**config.mk**
```make
export PLATFORM = sky130hd
export DESIGN_NAME = drive_status_top
export DESIGN_NICKNAME = d
export VERILOG_FILES = /design/src/logic/arrival_comp.v /design/src/logic/drive_status_top.v
export VERILOG_INCLUDE_DIRS = /design/src /design/src/logic
export SDC_FILE = /design/constraint.sdc
export NUM_CORES = 2
export LEC_CHECK = 0
export BUFFER_PORTS_ARGS = -buffer_cell sky130_fd_sc_hd__buf_2
export CORE_AREA = 2 2 235 237
export CTS_BUF_LIST = sky130_fd_sc_hd__clkbuf_8 sky130_fd_sc_hd__clkbuf_16
export DETAILED_ROUTE_END_ITERATION = 8
export DIE_AREA = 0 0 237 239
export PLACE_DENSITY = 0.77
export SLEW_MARGIN = 25
export SYNTH_ARGS = -nofsm -noshare
export SYNTH_HDL_FRONTEND = slang
export SYNTH_SLANG_ARGS = --single-unit
```
**constraint.sdc**
```tcl
create_clock -name clk_i -period 34.3 [get_ports clk_i]
set_input_delay 6.86 -clock clk_i [delete_from_list [all_inputs] [get_ports clk_i]]
set_output_delay 6.86 -clock clk_i [all_outputs]
set_load 0.03 [all_outputs]
```
**src/logic/drive_status_map.vh**
```
// Purpose: Register offsets, field positions, reset values and timing counts for drive status logic.
// Assumes: 32-bit APB, one aligned word per register.
// Notes: Definitions only.
`ifndef DRIVE_STATUS_MAP_VH
`define DRIVE_STATUS_MAP_VH
// Register byte offsets.
`define OFS_CTRL 12'h000
`define OFS_START_FREQ 12'h004
`define OFS_SET_FREQ 12'h008
`define OFS_ACC_TH1 12'h00C
`define OFS_DEC_TH1 12'h010
`define OFS_ACC_TH2 12'h014
`define OFS_DEC_TH2 12'h018
`define OFS_MAX_FREQ 12'h01C
`define OFS_OUT_SEL 12'h020
`define OFS_COUNT_MON 12'h024
`define OFS_STATUS 12'h028
`define OFS_IRQ_STAT 12'h02C
`define OFS_IRQ_EN 12'h030
`define OFS_IRQ_CLR 12'h034
// Control fields.
`define CTRL_RUN_BIT 0
`define CTRL_CLR_BIT 1
// Selector codes. Reset: terminal 0 arrival one, 1 run, 2 to 4 off, relay alarm.
`define SEL_W 3
`define FUNC_RUN 3'h0
`define FUNC_FA1 3'h1
`define FUNC_FA2 3'h2
`define FUNC_FA3 3'h3
`define FUNC_FA4 3'h4
`define FUNC_FA5 3'h5
`define FUNC_ALARM 3'h6
`define FUNC_OFF 3'h7
`define OUT_SEL_RST 21'h037FC1
// Interrupt bit positions.
`define IRQ_CNT_BIT 0
`define IRQ_RUN_BIT 1
`define IRQ_W 7
// Count input rate limit (Hz) and clock rate.
`define CLK_HZ 50000000
`define PULSE_MAX_HZ 100
`endif

```
**src/logic/arrival_comp.v**
```verilog
// Purpose: One frequency arrival comparator with 1% on and 2% off hysteresis.
// Assumes: Frequencies are unsigned of equal width; band values precomputed.
// Notes: Mode 0 is level-above, mode 1 is at-threshold window.
`timescale 1ns/1ps
`default_nettype none
module arrival_comp #(
   parameter W = 16
) (
   // Clock and reset.
   input wire clk_i,
   input wire rst_i,
   // Comparison inputs.
   input wire [W-1:0] freq_i,
   input wire [W-1:0] thr_i,
   input wire [W-1:0] on_band_i,
   input wire [W-1:0] off_band_i,
   input wire window_i,
   input wire enable_i,
   // Result.
   output reg on_o
);
   // Extended arithmetic avoids wrap near zero and full scale.
   wire [W:0] f = {1'b0, freq_i};
   wire [W:0] t = {1'b0, thr_i};
   wire [W:0] on_lo = (t > {1'b0, on_band_i}) ? t - {1'b0, on_band_i} : {(W+1){1'b0}};
   wire [W:0] off_lo = (t > {1'b0, off_band_i}) ? t - {1'b0, off_band_i} : {(W+1){1'b0}};
   wire [W:0] on_hi = t + {1'b0, on_band_i};
   wire [W:0] off_hi = t + {1'b0, off_band_i};
   // Turn-on test anticipates by the on band; turn-off waits for the off band.
   wire hit_on = window_i ? (f >= on_lo && f <= on_hi) : (f >= on_lo);
   wire keep = window_i ? (f >= off_lo && f <= off_hi) : (f >= off_lo);

   // Hysteresis flop: once on, it stays until the wider band is left.
   always @(posedge clk_i) begin
      if (rst_i || !enable_i) begin
         on_o <= 1'b0;
      end else if (on_o) begin
         on_o <= keep;
      end else begin
         on_o <= hit_on;
      end
   end
endmodule // arrival_comp
`default_nettype wire

```
**src/logic/drive_status_top.v**
```verilog
// Purpose: Pulse counter and assignable status outputs of a drive controller, APB-mapped.
// Assumes: Frequency profile arrives from the internal generator on clk_i; pins are async.
// Notes: Logic outputs are open collector, sink low when the function is active.
// Contract
// [RULE1] Count pulses on count input, up to 100 Hz.
// [RULE2] Count cleared at power-up or drive reset.
// [RULE3] Count-clear input zeroes the cumulative count.
// [RULE4] Count readable only via monitor item.
// [RULE5] Source keeps rate below 250/(response+1) Hz.
// [RULE6] Five logic outputs each assign any function.
// [RULE7] Relay defaults to alarm, accepts any function.
// [RULE8] Run output sinks low while running.
// [RULE9] Run on when frequency exceeds start frequency.
// [RULE10] Type one on at standard set frequency.
// [RULE11] Type two on above threshold one accelerating.
// [RULE12] Type three pulses at threshold one pair.
// [RULE13] Type four on above threshold two accelerating.
// [RULE14] Type five pulses at threshold two pair.
// [RULE15] Arrival turns on 1% max early.
// [RULE16] Arrival turns off after 2% max away.
// [RULE17] Types three, five give separate accel/decel pulses.
// [RULE18] All five arrival functions usable simultaneously.
// [RULE19] Per-terminal selector routes function immediately.
//
// Our own choices: the placing of the registers and the APB slave port.
`timescale 1ns/1ps
`default_nettype none
`include "drive_status_map.vh"
module drive_status_top #(
   parameter FW = 16,
   parameter CW = 32
) (
   // Clock and reset.
   input wire clk_i,
   input wire rst_i,
   // APB slave.
   input wire psel_i,
   input wire penable_i,
   input wire pwrite_i,
   input wire [11:0] paddr_i,
   input wire [31:0] pwdata_i,
   output reg [31:0] prdata_o,
   output reg pready_o,
   output reg pslverr_o,
   // Frequency profile from the internal generator.
   input wire [FW-1:0] out_freq_i,
   input wire accel_i,
   input wire decel_i,
   input wire alarm_i,
   // Logic input pins.
   input wire count_pulse_input,
   input wire count_clear_input,
   // Open-collector outputs, enable high while sinking to common.
   output reg [4:0] oc_oe_o,
   // Relay coil drive, high energises.
   output reg relay_o,
   // Interrupt.
   output reg irq_o
);
   // Selector extraction used for all six terminals.
   function [2:0] sel_of;
      input [20:0] v;
      input [2:0] idx;
      begin
         sel_of = v[idx*3 +: 3];
      end
   endfunction
   // Function mux used for all six terminals.
   function fsel;
      input [2:0] code;
      input [6:0] fv;
      begin
         fsel = (code == `FUNC_OFF) ? 1'b0 : fv[code];
      end
   endfunction

   // Configuration registers.
   reg ctrl_run_r; // Run mode from the sequencer.
   reg ctrl_clr_r; // Software count clear, self-clearing.
   reg [FW-1:0] start_freq_r; // Start frequency setting.
   reg [FW-1:0] set_freq_r; // Standard set frequency.
   reg [FW-1:0] acc_th1_r; // Accel threshold one.
   reg [FW-1:0] dec_th1_r; // Decel threshold one.
   reg [FW-1:0] acc_th2_r; // Accel threshold two.
   reg [FW-1:0] dec_th2_r; // Decel threshold two.
   reg [FW-1:0] max_freq_r; // Maximum frequency.
   reg [20:0] out_sel_r; // Seven 3-bit selectors, six used.
   reg [CW-1:0] count_r; // Cumulative pulse count.
   reg [`IRQ_W-1:0] irq_stat_r; // Sticky events.
   reg [`IRQ_W-1:0] irq_en_r; // Interrupt enables.

   // Pins move with no regard to clk_i, so stage one may go
   // metastable; it gets a full cycle to settle first.
   // The third count flop only remembers the last level.
   // Two-flop synchronisers for pins; logic reads stage two and the third count flop, never stage one.
   reg pc_s1_r, pc_s2_r, pc_d_r;
   reg cc_s1_r, cc_s2_r;
   always @(posedge clk_i) begin
      if (rst_i) begin
         pc_s1_r <= 1'b0;
         pc_s2_r <= 1'b0;
         pc_d_r <= 1'b0;
         cc_s1_r <= 1'b0;
         cc_s2_r <= 1'b0;
      end else begin
         pc_s1_r <= count_pulse_input;
         pc_s2_r <= pc_s1_r;
         pc_d_r <= pc_s2_r;
         cc_s1_r <= count_clear_input;
         cc_s2_r <= cc_s1_r;
      end
   end
   // Rising edge of the synchronised count input; 100 Hz is far below clk rate.
   wire pulse_rise = pc_s2_r & ~pc_d_r;

   // Band widths: 1% and 2% of maximum frequency.
   // Integer division rounds the bands down; with the reset
   // maximum of all ones they are 655 and 1310 steps.
   wire [FW-1:0] on_band = max_freq_r / 7'd100; // [RULE15]
   wire [FW-1:0] off_band = max_freq_r / 7'd50; // [RULE16]

   // APB decode; every transfer completes in its first access cycle.
   // Only aligned offsets of the map are accepted; any other
   // address answers with an error, reads as zero and ignores
   // a write.
   wire apb_acc = psel_i & penable_i;
   wire apb_wr = apb_acc & pwrite_i;
   reg addr_ok;
   always @* begin
      case (paddr_i)
         `OFS_CTRL, `OFS_START_FREQ, `OFS_SET_FREQ, `OFS_ACC_TH1, `OFS_DEC_TH1,
         `OFS_ACC_TH2, `OFS_DEC_TH2, `OFS_MAX_FREQ, `OFS_OUT_SEL, `OFS_COUNT_MON,
         `OFS_STATUS, `OFS_IRQ_STAT, `OFS_IRQ_EN, `OFS_IRQ_CLR: addr_ok = 1'b1;
         default: addr_ok = 1'b0;
      endcase
   end

   // Configuration writes. Run mode stored here; clear bit pulses for one cycle.
   // A write lands on the edge where psel and penable are both
   // high, the edge at which the master samples ready.
   // Maximum frequency resets to all ones so the bands are
   // never zero before software sets the real value.
   // The selector word holds seven 3-bit fields: terminals 0 to 4,
   // then the relay, then one unused field.
   always @(posedge clk_i) begin
      if (rst_i) begin
         ctrl_run_r <= 1'b0;
         ctrl_clr_r <= 1'b0;
         start_freq_r <= {FW{1'b0}};
         set_freq_r <= {FW{1'b0}};
         acc_th1_r <= {FW{1'b0}};
         dec_th1_r <= {FW{1'b0}};
         acc_th2_r <= {FW{1'b0}};
         dec_th2_r <= {FW{1'b0}};
         max_freq_r <= {FW{1'b1}};
         out_sel_r <= `OUT_SEL_RST; // [RULE7]
         irq_en_r <= {`IRQ_W{1'b0}};
      end else begin
         ctrl_clr_r <= 1'b0;
         if (apb_wr) begin
            case (paddr_i)
               `OFS_CTRL: begin
                  ctrl_run_r <= pwdata_i[`CTRL_RUN_BIT];
                  ctrl_clr_r <= pwdata_i[`CTRL_CLR_BIT];
               end
               `OFS_START_FREQ: start_freq_r <= pwdata_i[FW-1:0];
               `OFS_SET_FREQ: set_freq_r <= pwdata_i[FW-1:0];
               `OFS_ACC_TH1: acc_th1_r <= pwdata_i[FW-1:0];
               `OFS_DEC_TH1: dec_th1_r <= pwdata_i[FW-1:0];
               `OFS_ACC_TH2: acc_th2_r <= pwdata_i[FW-1:0];
               `OFS_DEC_TH2: dec_th2_r <= pwdata_i[FW-1:0];
               `OFS_MAX_FREQ: max_freq_r <= pwdata_i[FW-1:0];
               `OFS_OUT_SEL: out_sel_r <= pwdata_i[20:0]; // [RULE6] [RULE19]
               `OFS_IRQ_EN: irq_en_r <= pwdata_i[`IRQ_W-1:0];
               default: ;
            endcase
         end
      end
   end

   // Pulse counter. Clear has priority over a coincident pulse; the monitor
   // read is the only view of this value, nothing else stores it.
   // The count wraps at full width; at the rated pulse rate that
   // takes longer than any drive stays powered.
   // Clear from the pin holds the count at zero while high.
   always @(posedge clk_i) begin
      if (rst_i) begin
         count_r <= {CW{1'b0}}; // [RULE2]
      end else if (cc_s2_r || ctrl_clr_r) begin
         count_r <= {CW{1'b0}}; // [RULE3]
      end else if (pulse_rise) begin
         count_r <= count_r + {{(CW-1){1'b0}}, 1'b1}; // [RULE1]
      end
   end

   // Run indication: run mode and output above start frequency.
   // A zero start setting still needs some output frequency,
   // since the compare is strict.
   // The flop adds one cycle before the terminal drive sees it.
   reg run_r;
   always @(posedge clk_i) begin
      if (rst_i) begin
         run_r <= 1'b0;
      end else begin
         run_r <= ctrl_run_r && (out_freq_i > start_freq_r); // [RULE9]
      end
   end

   // Arrival comparators; all seven run in parallel.
   // Level types two and four are held off in pure deceleration,
   // so they mark the rising side of the profile only.
   // Window types three and five keep one comparator per phase;
   // a phase flip clears the old copy, so each phase gives its
   // own pulse. Both phase inputs equal counts as neither phase.
   // All seven comparators run at once: one each for types one, two and four, two each for types three and five.
   wire [4:0] fa;
   wire acc_phase = accel_i & ~decel_i;
   wire dec_phase = decel_i & ~accel_i;
   wire [4:0] fa_acc, fa_dec;
   // Type one: window at set frequency.
   arrival_comp #(.W(FW)) u_fa1 (.clk_i(clk_i), .rst_i(rst_i), .freq_i(out_freq_i),
      .thr_i(set_freq_r), .on_band_i(on_band), .off_band_i(off_band),
      .window_i(1'b1), .enable_i(1'b1), .on_o(fa[0])); // [RULE10]
   // Type two: at or above threshold one while accelerating.
   arrival_comp #(.W(FW)) u_fa2 (.clk_i(clk_i), .rst_i(rst_i), .freq_i(out_freq_i),
      .thr_i(acc_th1_r), .on_band_i(on_band), .off_band_i(off_band),
      .window_i(1'b0), .enable_i(~dec_phase), .on_o(fa[1])); // [RULE11]
   // Type three accel and decel windows, disjoint phases.
   arrival_comp #(.W(FW)) u_fa3a (.clk_i(clk_i), .rst_i(rst_i), .freq_i(out_freq_i),
      .thr_i(acc_th1_r), .on_band_i(on_band), .off_band_i(off_band),
      .window_i(1'b1), .enable_i(acc_phase), .on_o(fa_acc[2])); // [RULE12]
   arrival_comp #(.W(FW)) u_fa3d (.clk_i(clk_i), .rst_i(rst_i), .freq_i(out_freq_i),
      .thr_i(dec_th1_r), .on_band_i(on_band), .off_band_i(off_band),
      .window_i(1'b1), .enable_i(dec_phase), .on_o(fa_dec[2])); // [RULE12]
   // Type four: at or above threshold two while accelerating.
   arrival_comp #(.W(FW)) u_fa4 (.clk_i(clk_i), .rst_i(rst_i), .freq_i(out_freq_i),
      .thr_i(acc_th2_r), .on_band_i(on_band), .off_band_i(off_band),
      .window_i(1'b0), .enable_i(~dec_phase), .on_o(fa[3])); // [RULE13]
   // Type five accel and decel windows.
   arrival_comp #(.W(FW)) u_fa5a (.clk_i(clk_i), .rst_i(rst_i), .freq_i(out_freq_i),
      .thr_i(acc_th2_r), .on_band_i(on_band), .off_band_i(off_band),
      .window_i(1'b1), .enable_i(acc_phase), .on_o(fa_acc[4])); // [RULE14]
   arrival_comp #(.W(FW)) u_fa5d (.clk_i(clk_i), .rst_i(rst_i), .freq_i(out_freq_i),
      .thr_i(dec_th2_r), .on_band_i(on_band), .off_band_i(off_band),
      .window_i(1'b1), .enable_i(dec_phase), .on_o(fa_dec[4])); // [RULE14]
   // Window mode ends each pulse once the frequency passes the band.
   assign fa[2] = fa_acc[2] | fa_dec[2]; // [RULE17]
   assign fa[4] = fa_acc[4] | fa_dec[4]; // [RULE17]
   assign fa_acc[0] = 1'b0;
   assign fa_acc[1] = 1'b0;
   assign fa_acc[3] = 1'b0;
   assign fa_dec[0] = 1'b0;
   assign fa_dec[1] = 1'b0;
   assign fa_dec[3] = 1'b0;

   // Function vector indexed by the selector code.
   wire [6:0] func_vec = {alarm_i, fa, run_r}; // [RULE18]

   // Terminal drive: each selector routes its function on the next edge.
   // Code seven leaves a terminal released. A function reaches
   // its pin one edge after a selector write, and two edges
   // after a frequency change, as the comparators are flops too.
   integer k;
   reg [4:0] oc_nxt;
   always @* begin
      oc_nxt = 5'h00;
      for (k = 0; k < 5; k = k + 1) begin
         oc_nxt[k] = fsel(sel_of(out_sel_r, k[2:0]), func_vec); // [RULE6] [RULE19]
      end
   end
   always @(posedge clk_i) begin
      if (rst_i) begin
         oc_oe_o <= 5'h00;
         relay_o <= 1'b0;
      end else begin
         oc_oe_o <= oc_nxt; // [RULE8]
         relay_o <= fsel(sel_of(out_sel_r, 3'd5), func_vec); // [RULE7]
      end
   end

   // Sticky event flags: count pulse, each arrival rise, alarm rise.
   // Bit 0 records count pulses only: the run level shows in the
   // status word, but as a flag it would be set again on every
   // cycle and could never be cleared.
   reg [`IRQ_W-1:0] ev_d_r;
   wire [`IRQ_W-1:0] ev_lvl = {alarm_i, fa, run_r};
   wire [`IRQ_W-1:0] ev_rise = ({ev_lvl[`IRQ_W-1:1], 1'b0} & ~ev_d_r) |
                               {{(`IRQ_W-1){1'b0}}, pulse_rise};
   wire [`IRQ_W-1:0] clr_mask = (apb_wr && paddr_i == `OFS_IRQ_CLR) ?
                                pwdata_i[`IRQ_W-1:0] : {`IRQ_W{1'b0}};
   always @(posedge clk_i) begin
      if (rst_i) begin
         ev_d_r <= {`IRQ_W{1'b0}};
         irq_stat_r <= {`IRQ_W{1'b0}};
         irq_o <= 1'b0;
      end else begin
         ev_d_r <= {ev_lvl[`IRQ_W-1:1], 1'b0};
         // Set wins over a clear in the same cycle.
         irq_stat_r <= (irq_stat_r & ~clr_mask) | ev_rise;
         irq_o <= |(((irq_stat_r & ~clr_mask) | ev_rise) & irq_en_r);
      end
   end

   // APB read data and response, registered; ready in the access cycle's edge.
   // Read data are decoded from the setup-cycle address and
   // registered, so they stand through the access cycle.
   // The count appears here and nowhere else.
   reg [31:0] rd_nxt;
   always @* begin
      rd_nxt = 32'h00000000;
      case (paddr_i)
         `OFS_CTRL: rd_nxt = {31'h00000000, ctrl_run_r};
         `OFS_START_FREQ: rd_nxt[FW-1:0] = start_freq_r;
         `OFS_SET_FREQ: rd_nxt[FW-1:0] = set_freq_r;
         `OFS_ACC_TH1: rd_nxt[FW-1:0] = acc_th1_r;
         `OFS_DEC_TH1: rd_nxt[FW-1:0] = dec_th1_r;
         `OFS_ACC_TH2: rd_nxt[FW-1:0] = acc_th2_r;
         `OFS_DEC_TH2: rd_nxt[FW-1:0] = dec_th2_r;
         `OFS_MAX_FREQ: rd_nxt[FW-1:0] = max_freq_r;
         `OFS_OUT_SEL: rd_nxt[20:0] = out_sel_r;
         `OFS_COUNT_MON: rd_nxt[CW-1:0] = count_r; // [RULE4]
         `OFS_STATUS: rd_nxt[`IRQ_W-1:0] = ev_lvl;
         `OFS_IRQ_STAT: rd_nxt[`IRQ_W-1:0] = irq_stat_r;
         `OFS_IRQ_EN: rd_nxt[`IRQ_W-1:0] = irq_en_r;
         default: rd_nxt = 32'h00000000;
      endcase
   end
   // Ready is raised at the start of access, registered in the setup cycle, so read data is a flop output.
   // No wait states: every transfer ends in its first access
   // cycle, which keeps the master's wait short.
   // A refused transfer still ends with ready, with the error flag.
   always @(posedge clk_i) begin
      if (rst_i) begin
         pready_o <= 1'b0;
         pslverr_o <= 1'b0;
         prdata_o <= 32'h00000000;
      end else begin
         pready_o <= psel_i & ~penable_i;
         pslverr_o <= psel_i & ~penable_i & ~addr_ok;
         prdata_o <= rd_nxt;
      end
   end
endmodule // drive_status_top
`default_nettype wire

```
# [Word-level counts from Yosys, hierarchy flattened]
# Memory sizes are Yosys's and may differ from the RTL's.
# Index checks and enable logic that the tools add are counted.
[op_classes] mux=34 bitwise=24 add_sub_neg=21 eq_ne=19 n_reduce_logical=40 order_cmp=37 n_div=2
[op_table] operator="> comparator 16 bit" n=11
[op_table] operator="adder 16 x 16 -> 17 bit" n=10
[op_table] operator=">= comparator 16 x 17 -> 1 bit" n=10
[op_table] operator="<= comparator 16 x 17 -> 1 bit" n=10
[op_table] operator="2-to-1 mux 17 bit" n=10
[op_table] operator="subtractor 16 x 16 -> 17 bit" n=10
[op_table] operator="case mux 7 bit (13 select lines)" n=1
[op_table] operator="case mux 9 bit (9 select lines)" n=1
[op_table] operator="equality test 12 x 6 -> 1 bit (second input constant)" n=6
[op_table] operator="equality test 12 x 5 -> 1 bit (second input constant)" n=4
[op_table] operator="adder 32 x 1 -> 32 bit (second input constant)" n=1
[op_table] operator="equality test 12 x 4 -> 1 bit (second input constant)" n=2
[op_table] operator="less-than comparator 3 x 4 -> 1 bit (second input constant)" n=6
[op_table] operator="AND 7 bit" n=3
[op_table] operator="AND reduction 2 bit" n=10
[op_table] operator="binary-select mux 1 bit (select 3 bit)" n=6
[op_table] operator="equality test 3 bit (second input constant)" n=6
[op_table] operator="divider 16 x 6 -> 16 bit (second input constant)" n=1
[op_table] operator="divider 16 x 7 -> 16 bit (second input constant)" n=1
[op_table] operator="OR reduction 2 bit" n=8
[op_table] operator="2-to-1 mux 1 bit" n=14
[op_table] operator="NOT 7 bit" n=2
[op_table] operator="equality test 12 x 3 -> 1 bit (second input constant)" n=1
[op_table] operator="logical AND 1 bit" n=12
[op_table] operator="13 further kinds" n=31
[word_totals] out_inout_bits=41 mem_count=1 word_cells=217 ff_bits=242 inputBits=70 mem_bits_ro=64
[mem_list] memory="(no name shown)" depth=64 width=1 read_ports=1 rd_clocked_by_memory_dff=0 wr=0 line_no="drive_status_top.v:130" source="case (paddr_i)"

# [Depth between registers and ports, before layout]
[depth] ltp_word=9 mapped_depth=64 ltp_nobuf=60

# [Cells and area by module]
# Synthesis repeated with hierarchy kept, for this count alone.
[hier_totals] cells_unflattened=6005 hier_area_um2=45140.8
[by_module_without_submodules] module="arrival_comp (u_fa2 ...)" n_inst=6 cells_per_inst=639 area_each_um2=4708.3 seq_area_each_um2=20.0
[by_module_without_submodules] module="drive_status_top" n_inst=1 cells_per_inst=1546 area_each_um2=12366.9 seq_area_each_um2=4684.5
[by_module_without_submodules] module="arrival_comp (u_fa1)" n_inst=1 cells_per_inst=625 area_each_um2=4524.3 seq_area_each_um2=20.0

# [Worst setup path before layout]
# OpenSTA, ideal clock, no wires.
[synth_path] path_type="register to register" start="register max_freq_r[10]" end="register u_fa5d.on_o" setup_slack_ns=23.488 synth_period_minus_slack_ns=10.812 setup_time_ns=0.115 n_path_buf=3 stages_incl_launch_ff=59 required_time_ns=34.185 arrival_ns=10.697 path_cell_list="dfxtp_1 > buf_4 > or3b_1 > a211o_1 > and3_4 > and2_4 > buf_6 > a221o_1 > a2111o_1 > nand4_4 > a21boi_4 > mux2i_1 > o221ai_1 > nand3_2 > a31o_1 > o21ai_4 > a21o_1 > or2_2 > (+23 left out) > o21a_1 > o21ai_0 > nand2b_1 > a21oi_1 > nor2b_1 > o21ai_0 > nand2b_1 > a21oi_1 > nor2b_1 > o21ai_0 > nand2b_1 > a21oi_1 > nor2b_1 > o21ai_0 > nand2b_1 > a211oi_1 > a2111oi_0 > o21ba_2"
[synth_via] elab_chain_cells=6 elab_cells_between_ends=17 cone_classes="add/sub: 4; div: 2; order compare: 6; mux: 3; reduce/logical: 2"
[synth_rtl] item="from (decl)" line_no="drive_status_top.v:86" source="reg [FW-1:0] max_freq_r;"
[synth_rtl] item="from (signal assigned)" line_no="drive_status_top.v:155" source="max_freq_r <= {FW{1'b1}};"
[synth_rtl] item="from (signal assigned)" line_no="drive_status_top.v:172" source="`OFS_MAX_FREQ: max_freq_r <= pwdata_i[FW-1:0];"
[synth_rtl] item="divider 16 x 7 -> 16 bit / divider 16 x 6 -> 16 bit (equally long branches)" line_no="drive_status_top.v:119, drive_status_top.v:120"
[synth_rtl] item="subtractor 16 x 16 -> 17 bit, or another cell as far along" line_no="arrival_comp.v:25" source="wire [W:0] on_lo = (t > {1'b0, on_band_i}) ? t - {1'b0, on_band_i} : {(W+1){1'b0}};"
[synth_rtl] item="2-to-1 mux 17 bit, on equally long branches" line_no="arrival_comp.v:25, arrival_comp.v:26"
[synth_rtl] item=">= comparator 16 x 17 -> 1 bit"
[synth_rtl] item="logical AND 1 bit, on equally long branches" line_no="arrival_comp.v:30, arrival_comp.v:31"
[synth_rtl] item="2-to-1 mux 1 bit *" line_no="arrival_comp.v:37" source="end else if (on_o) begin"
[synth_rtl] item="to (signal assigned)" line_no="arrival_comp.v:38" source="on_o <= keep;"
[synth_rtl] item="to (signal assigned)" line_no="arrival_comp.v:40" source="on_o <= hit_on;"
[synth_rtl] item="to (decl)" line_no="arrival_comp.v:20" source="output reg on_o"
# Every way passes the cells marked *; elsewhere a longest branch is shown, timed or not.
# A chain may end at the register's enable or synchronous reset.

# [Worst setup path in the final report]
# Ends and elaborated chain as after synthesis.

==> flow_metrics.tcl <==
set metrics [dict create \
    status "finished, final reports clean" \
    synth_area_leaders "ha_1, dfxtp_1, a21oi_1" \
    place_hpwl_um 76970 \
    start_util_pct 54.19 \
    cts_hold_buffers 0 \
    peakVddDrop_mv 0.04068 \
    period_share_pct 40.61 \
    synth_most_common_cell "ha_1" \
    maxCapViolCount 0 \
    gr-total-overflow 0 \
    rsz0062_at_grt "no" \
    cp.arrival_ns 14.41 \
    synth_area_leader_cell "ha_1" \
    ys.flop_type "dfxtp_1" \
    crit_buf_inv 2 \
    synth-simple-area-share_pct 20.63 \
    netlist_area_mm2 0.02944 \
    cts_resized 0 \
    antenna_found_initial 1 \
    rows 86 \
    numCtsBuffers 27 \
    areaGrowthSynthToFinish_pct 7.228 \
    total_leakage_power_nw 13.16 \
    hold_path.class "reg2reg" \
    multi_input_area_mm2 0.02339 \
    via_per_inst 6.334 \
    synth_seq_cells 241 \
    drive_gt1_share_pct 7.279 \
    gp_congestion 1.019 \
    cts_max_level 1 \
    crit_fanout 18 \
    vias 28756 \
    synthMuxAreaShare_pct 2.312 \
    synth_edf_count 0 \
    cpLargestDelayFamily "compound AO/OA/AOI/OAI gates" \
    synth.distinct_cells 109 \
    io_buffers 99 \
    layout.nets 4459 \
    crit_type "reg2reg" \
    first_global_vias 26823 \
    tns_ns 0 \
    die_y_um 239 \
    worst-r2r-setup-slack_ns 20.37 \
    worst_pin_slew_ns 1.046 \
    final_max_slew_viol_count 0 \
    clk_latency_ns 0.59 \
    relSlewSlack_pct 29.53 \
    p_per_area_mw_per_mm2 21.23 \
    synth_top_family_by_area "adder cells" \
    cts_tree "built" \
    fill_cells 5043 \
    finalSetupViolations 0 \
    synth-compound-area-share_pct 22.32 \
    startpoint_type "flip-flop" \
    drt_iter0_markers 2838 \
    synth_nets 4427 \
    first_pass_iters 6 \
    drcViolationCount 0 \
    max_freq_ghz 0.07180 \
    synth_top_cell_area_share_pct 23.67 \
    cp_slowest_cell "a22oi_4" \
    core-area_mm2 0.05434 \
    grt_usage_pct 35.82 \
    ys_seq_area_share_pct 16.39 \
    fin_ws_ns 20.37 \
    cts_root_buf "clkbuf_16" \
    required_ns 34.78 \
    ioPinCount 111 \
    syn_inst 3780 \
    cts_sinks 241 \
    min_period_ns 13.93 \
    cts_buffer_depth 3 \
    wl_per_cell_um 22.92 \
    grt_max_degree 64 \
    drt-total-wl_um 104100 \
    seqCellArea_mm2 0.004825 \
    worst_setup_path_end_kind "flip-flop" \
    synthArstFlopShare_pct 0 \
    hold_violations 0 \
    synth_fa_ha_area_share_pct 25.17 \
    yosysWarningCount 0 \
    post_synth.cell_area_avg_um2 7.790 \
    ant_nets 0 \
    slowest_delay_ns 0.76 \
    cts_setup_buffers 0 \
    fp.dieW_um 237 \
    fin_skew_ns 0.02819 \
    crit_top_cell "a21oi_1" \
    ys_top_cells_by_count "ha_1, nand2_1, a21oi_1, nor2_1, dfxtp_1" \
    synth-xor-area-share_pct 8.902 \
    clkTransAtPathRegs_ns 0.06 \
    dieArea_mm2 0.05664 \
    post-place-ws_ns 20.67 \
    final_core_util_pct 58.10 \
    grt_pass1_wl_um 156800 \
]
[through the flow]
step | cell area [µm²] | cells | power (mW) | hold WS [ns]
3_5_place_dp | 30650 | 4487 | 0.3756 | 0.4218
3_3_place_gp | 30630 | 4486 | 0.3736 | 0.4226
5_1_grt | 31570 | 4537 | 0.6902 | 0.4470
2_1_floorplan | 29440 | 3780 | 0.3403 | 0.4138
6_report | 31570 | 4540 | 0.6703 | 0.4372
4_1_cts | 31560 | 4537 | 0.6669 | 0.4359
[power by group]
group	leakage [nW]	internal [mW]	switching, mW
Combinational	10.7	0.0329	0.0561
Sequential	1.95	0.282	0.00164
Clock	0.465	0.169	0.129
[routing by layer]
metal | vias to the layer above | GRT usage, % | wire length [µm]
met1 | 13382 | 45.76 | 41980
met5 | - | 0 | 0
met2 | 1452 | 55.46 | 43520
li1 | 13593 | - | -
met3 | 329 | 6.848 | 10970
met4 | 0 | 22.82 | 7594
[worst reg2reg max path, delay by kind of cell (launching register included)]
family                   cells  cell delay, ns
AND/OR/NAND/NOR             13            1.95
XOR/XNOR                     1            0.30
adder cells (fa/ha/maj)      4            1.11
buffers and inverters        2            0.53
AO/OA/AOI/OAI               38            9.23
flip-flops                   1            0.75
[cell families (layout without fill, tap and decap cells)]
logic type	count (synthesis)	count (layout)
fa+ha+maj	581	581
simple gates	1267	1267
buf+inv	318	371
xor+xnor	295	295
compound gates	1022	1022
flops	241	241
mux	56	56
other cells	0	3
[worst paths after layout]
| path | endpoint | from | cells past startpoint |
|---|---|---|---|
| worst min-delay path | pc_s2_r | pc_s1_r | 1 |
| worst max-delay path | u_fa5d.on_o | max_freq_r[10] | 58 |
| worst min register to register | pc_s2_r | pc_s1_r | 1 |
| worst max register to register | u_fa5d.on_o | max_freq_r[10] | 58 |
[sequential cells by signal (all words and copies together) (netlist names), 5 cells and up]
register	flops
prdata_o	32
dec_th2_r	16
irq_stat_r	7
acc_th1_r	16
out_sel_r	21
irq_en_r	7
start_freq_r	16
max_freq_r	16
set_freq_r	16
count_r	32
ev_d_r	6
oc_oe_o	5
acc_th2_r	16
dec_th1_r	16
[final cells by class]
class | count | share of cell area, %
diodes | 3 | 0.02378
clock buffers | 31 | 2.314
clock inverters | 19 | 0.5469
inverters | 163 | 1.954
multi-input cells | 3221 | 74.10
flip-flops and latches | 241 | 15.28
well taps | 704 | 2.790
repair buffers | 158 | 2.992
[cell usage in the layout, fill, tap and decap left out, drive strengths merged, types with 20 or more instances in the layout]
cell / count
a211oi: 25
nand2: 473
buf: 158
xor2: 100
fa: 20
o21a: 44
o21ai: 135
mux2i: 37
xnor2: 195
nand4: 100
nand2b: 51
nor2b: 92
nor4: 50
o21bai: 139
nand3: 59
nor3: 51
dfxtp: 241
inv: 172
a21oi: 418
a21o: 78
and2: 29
nor2: 276
ha: 557
a211o: 25
clkbuf: 31
No activity file was read; power rests on OpenSTA's default activity.
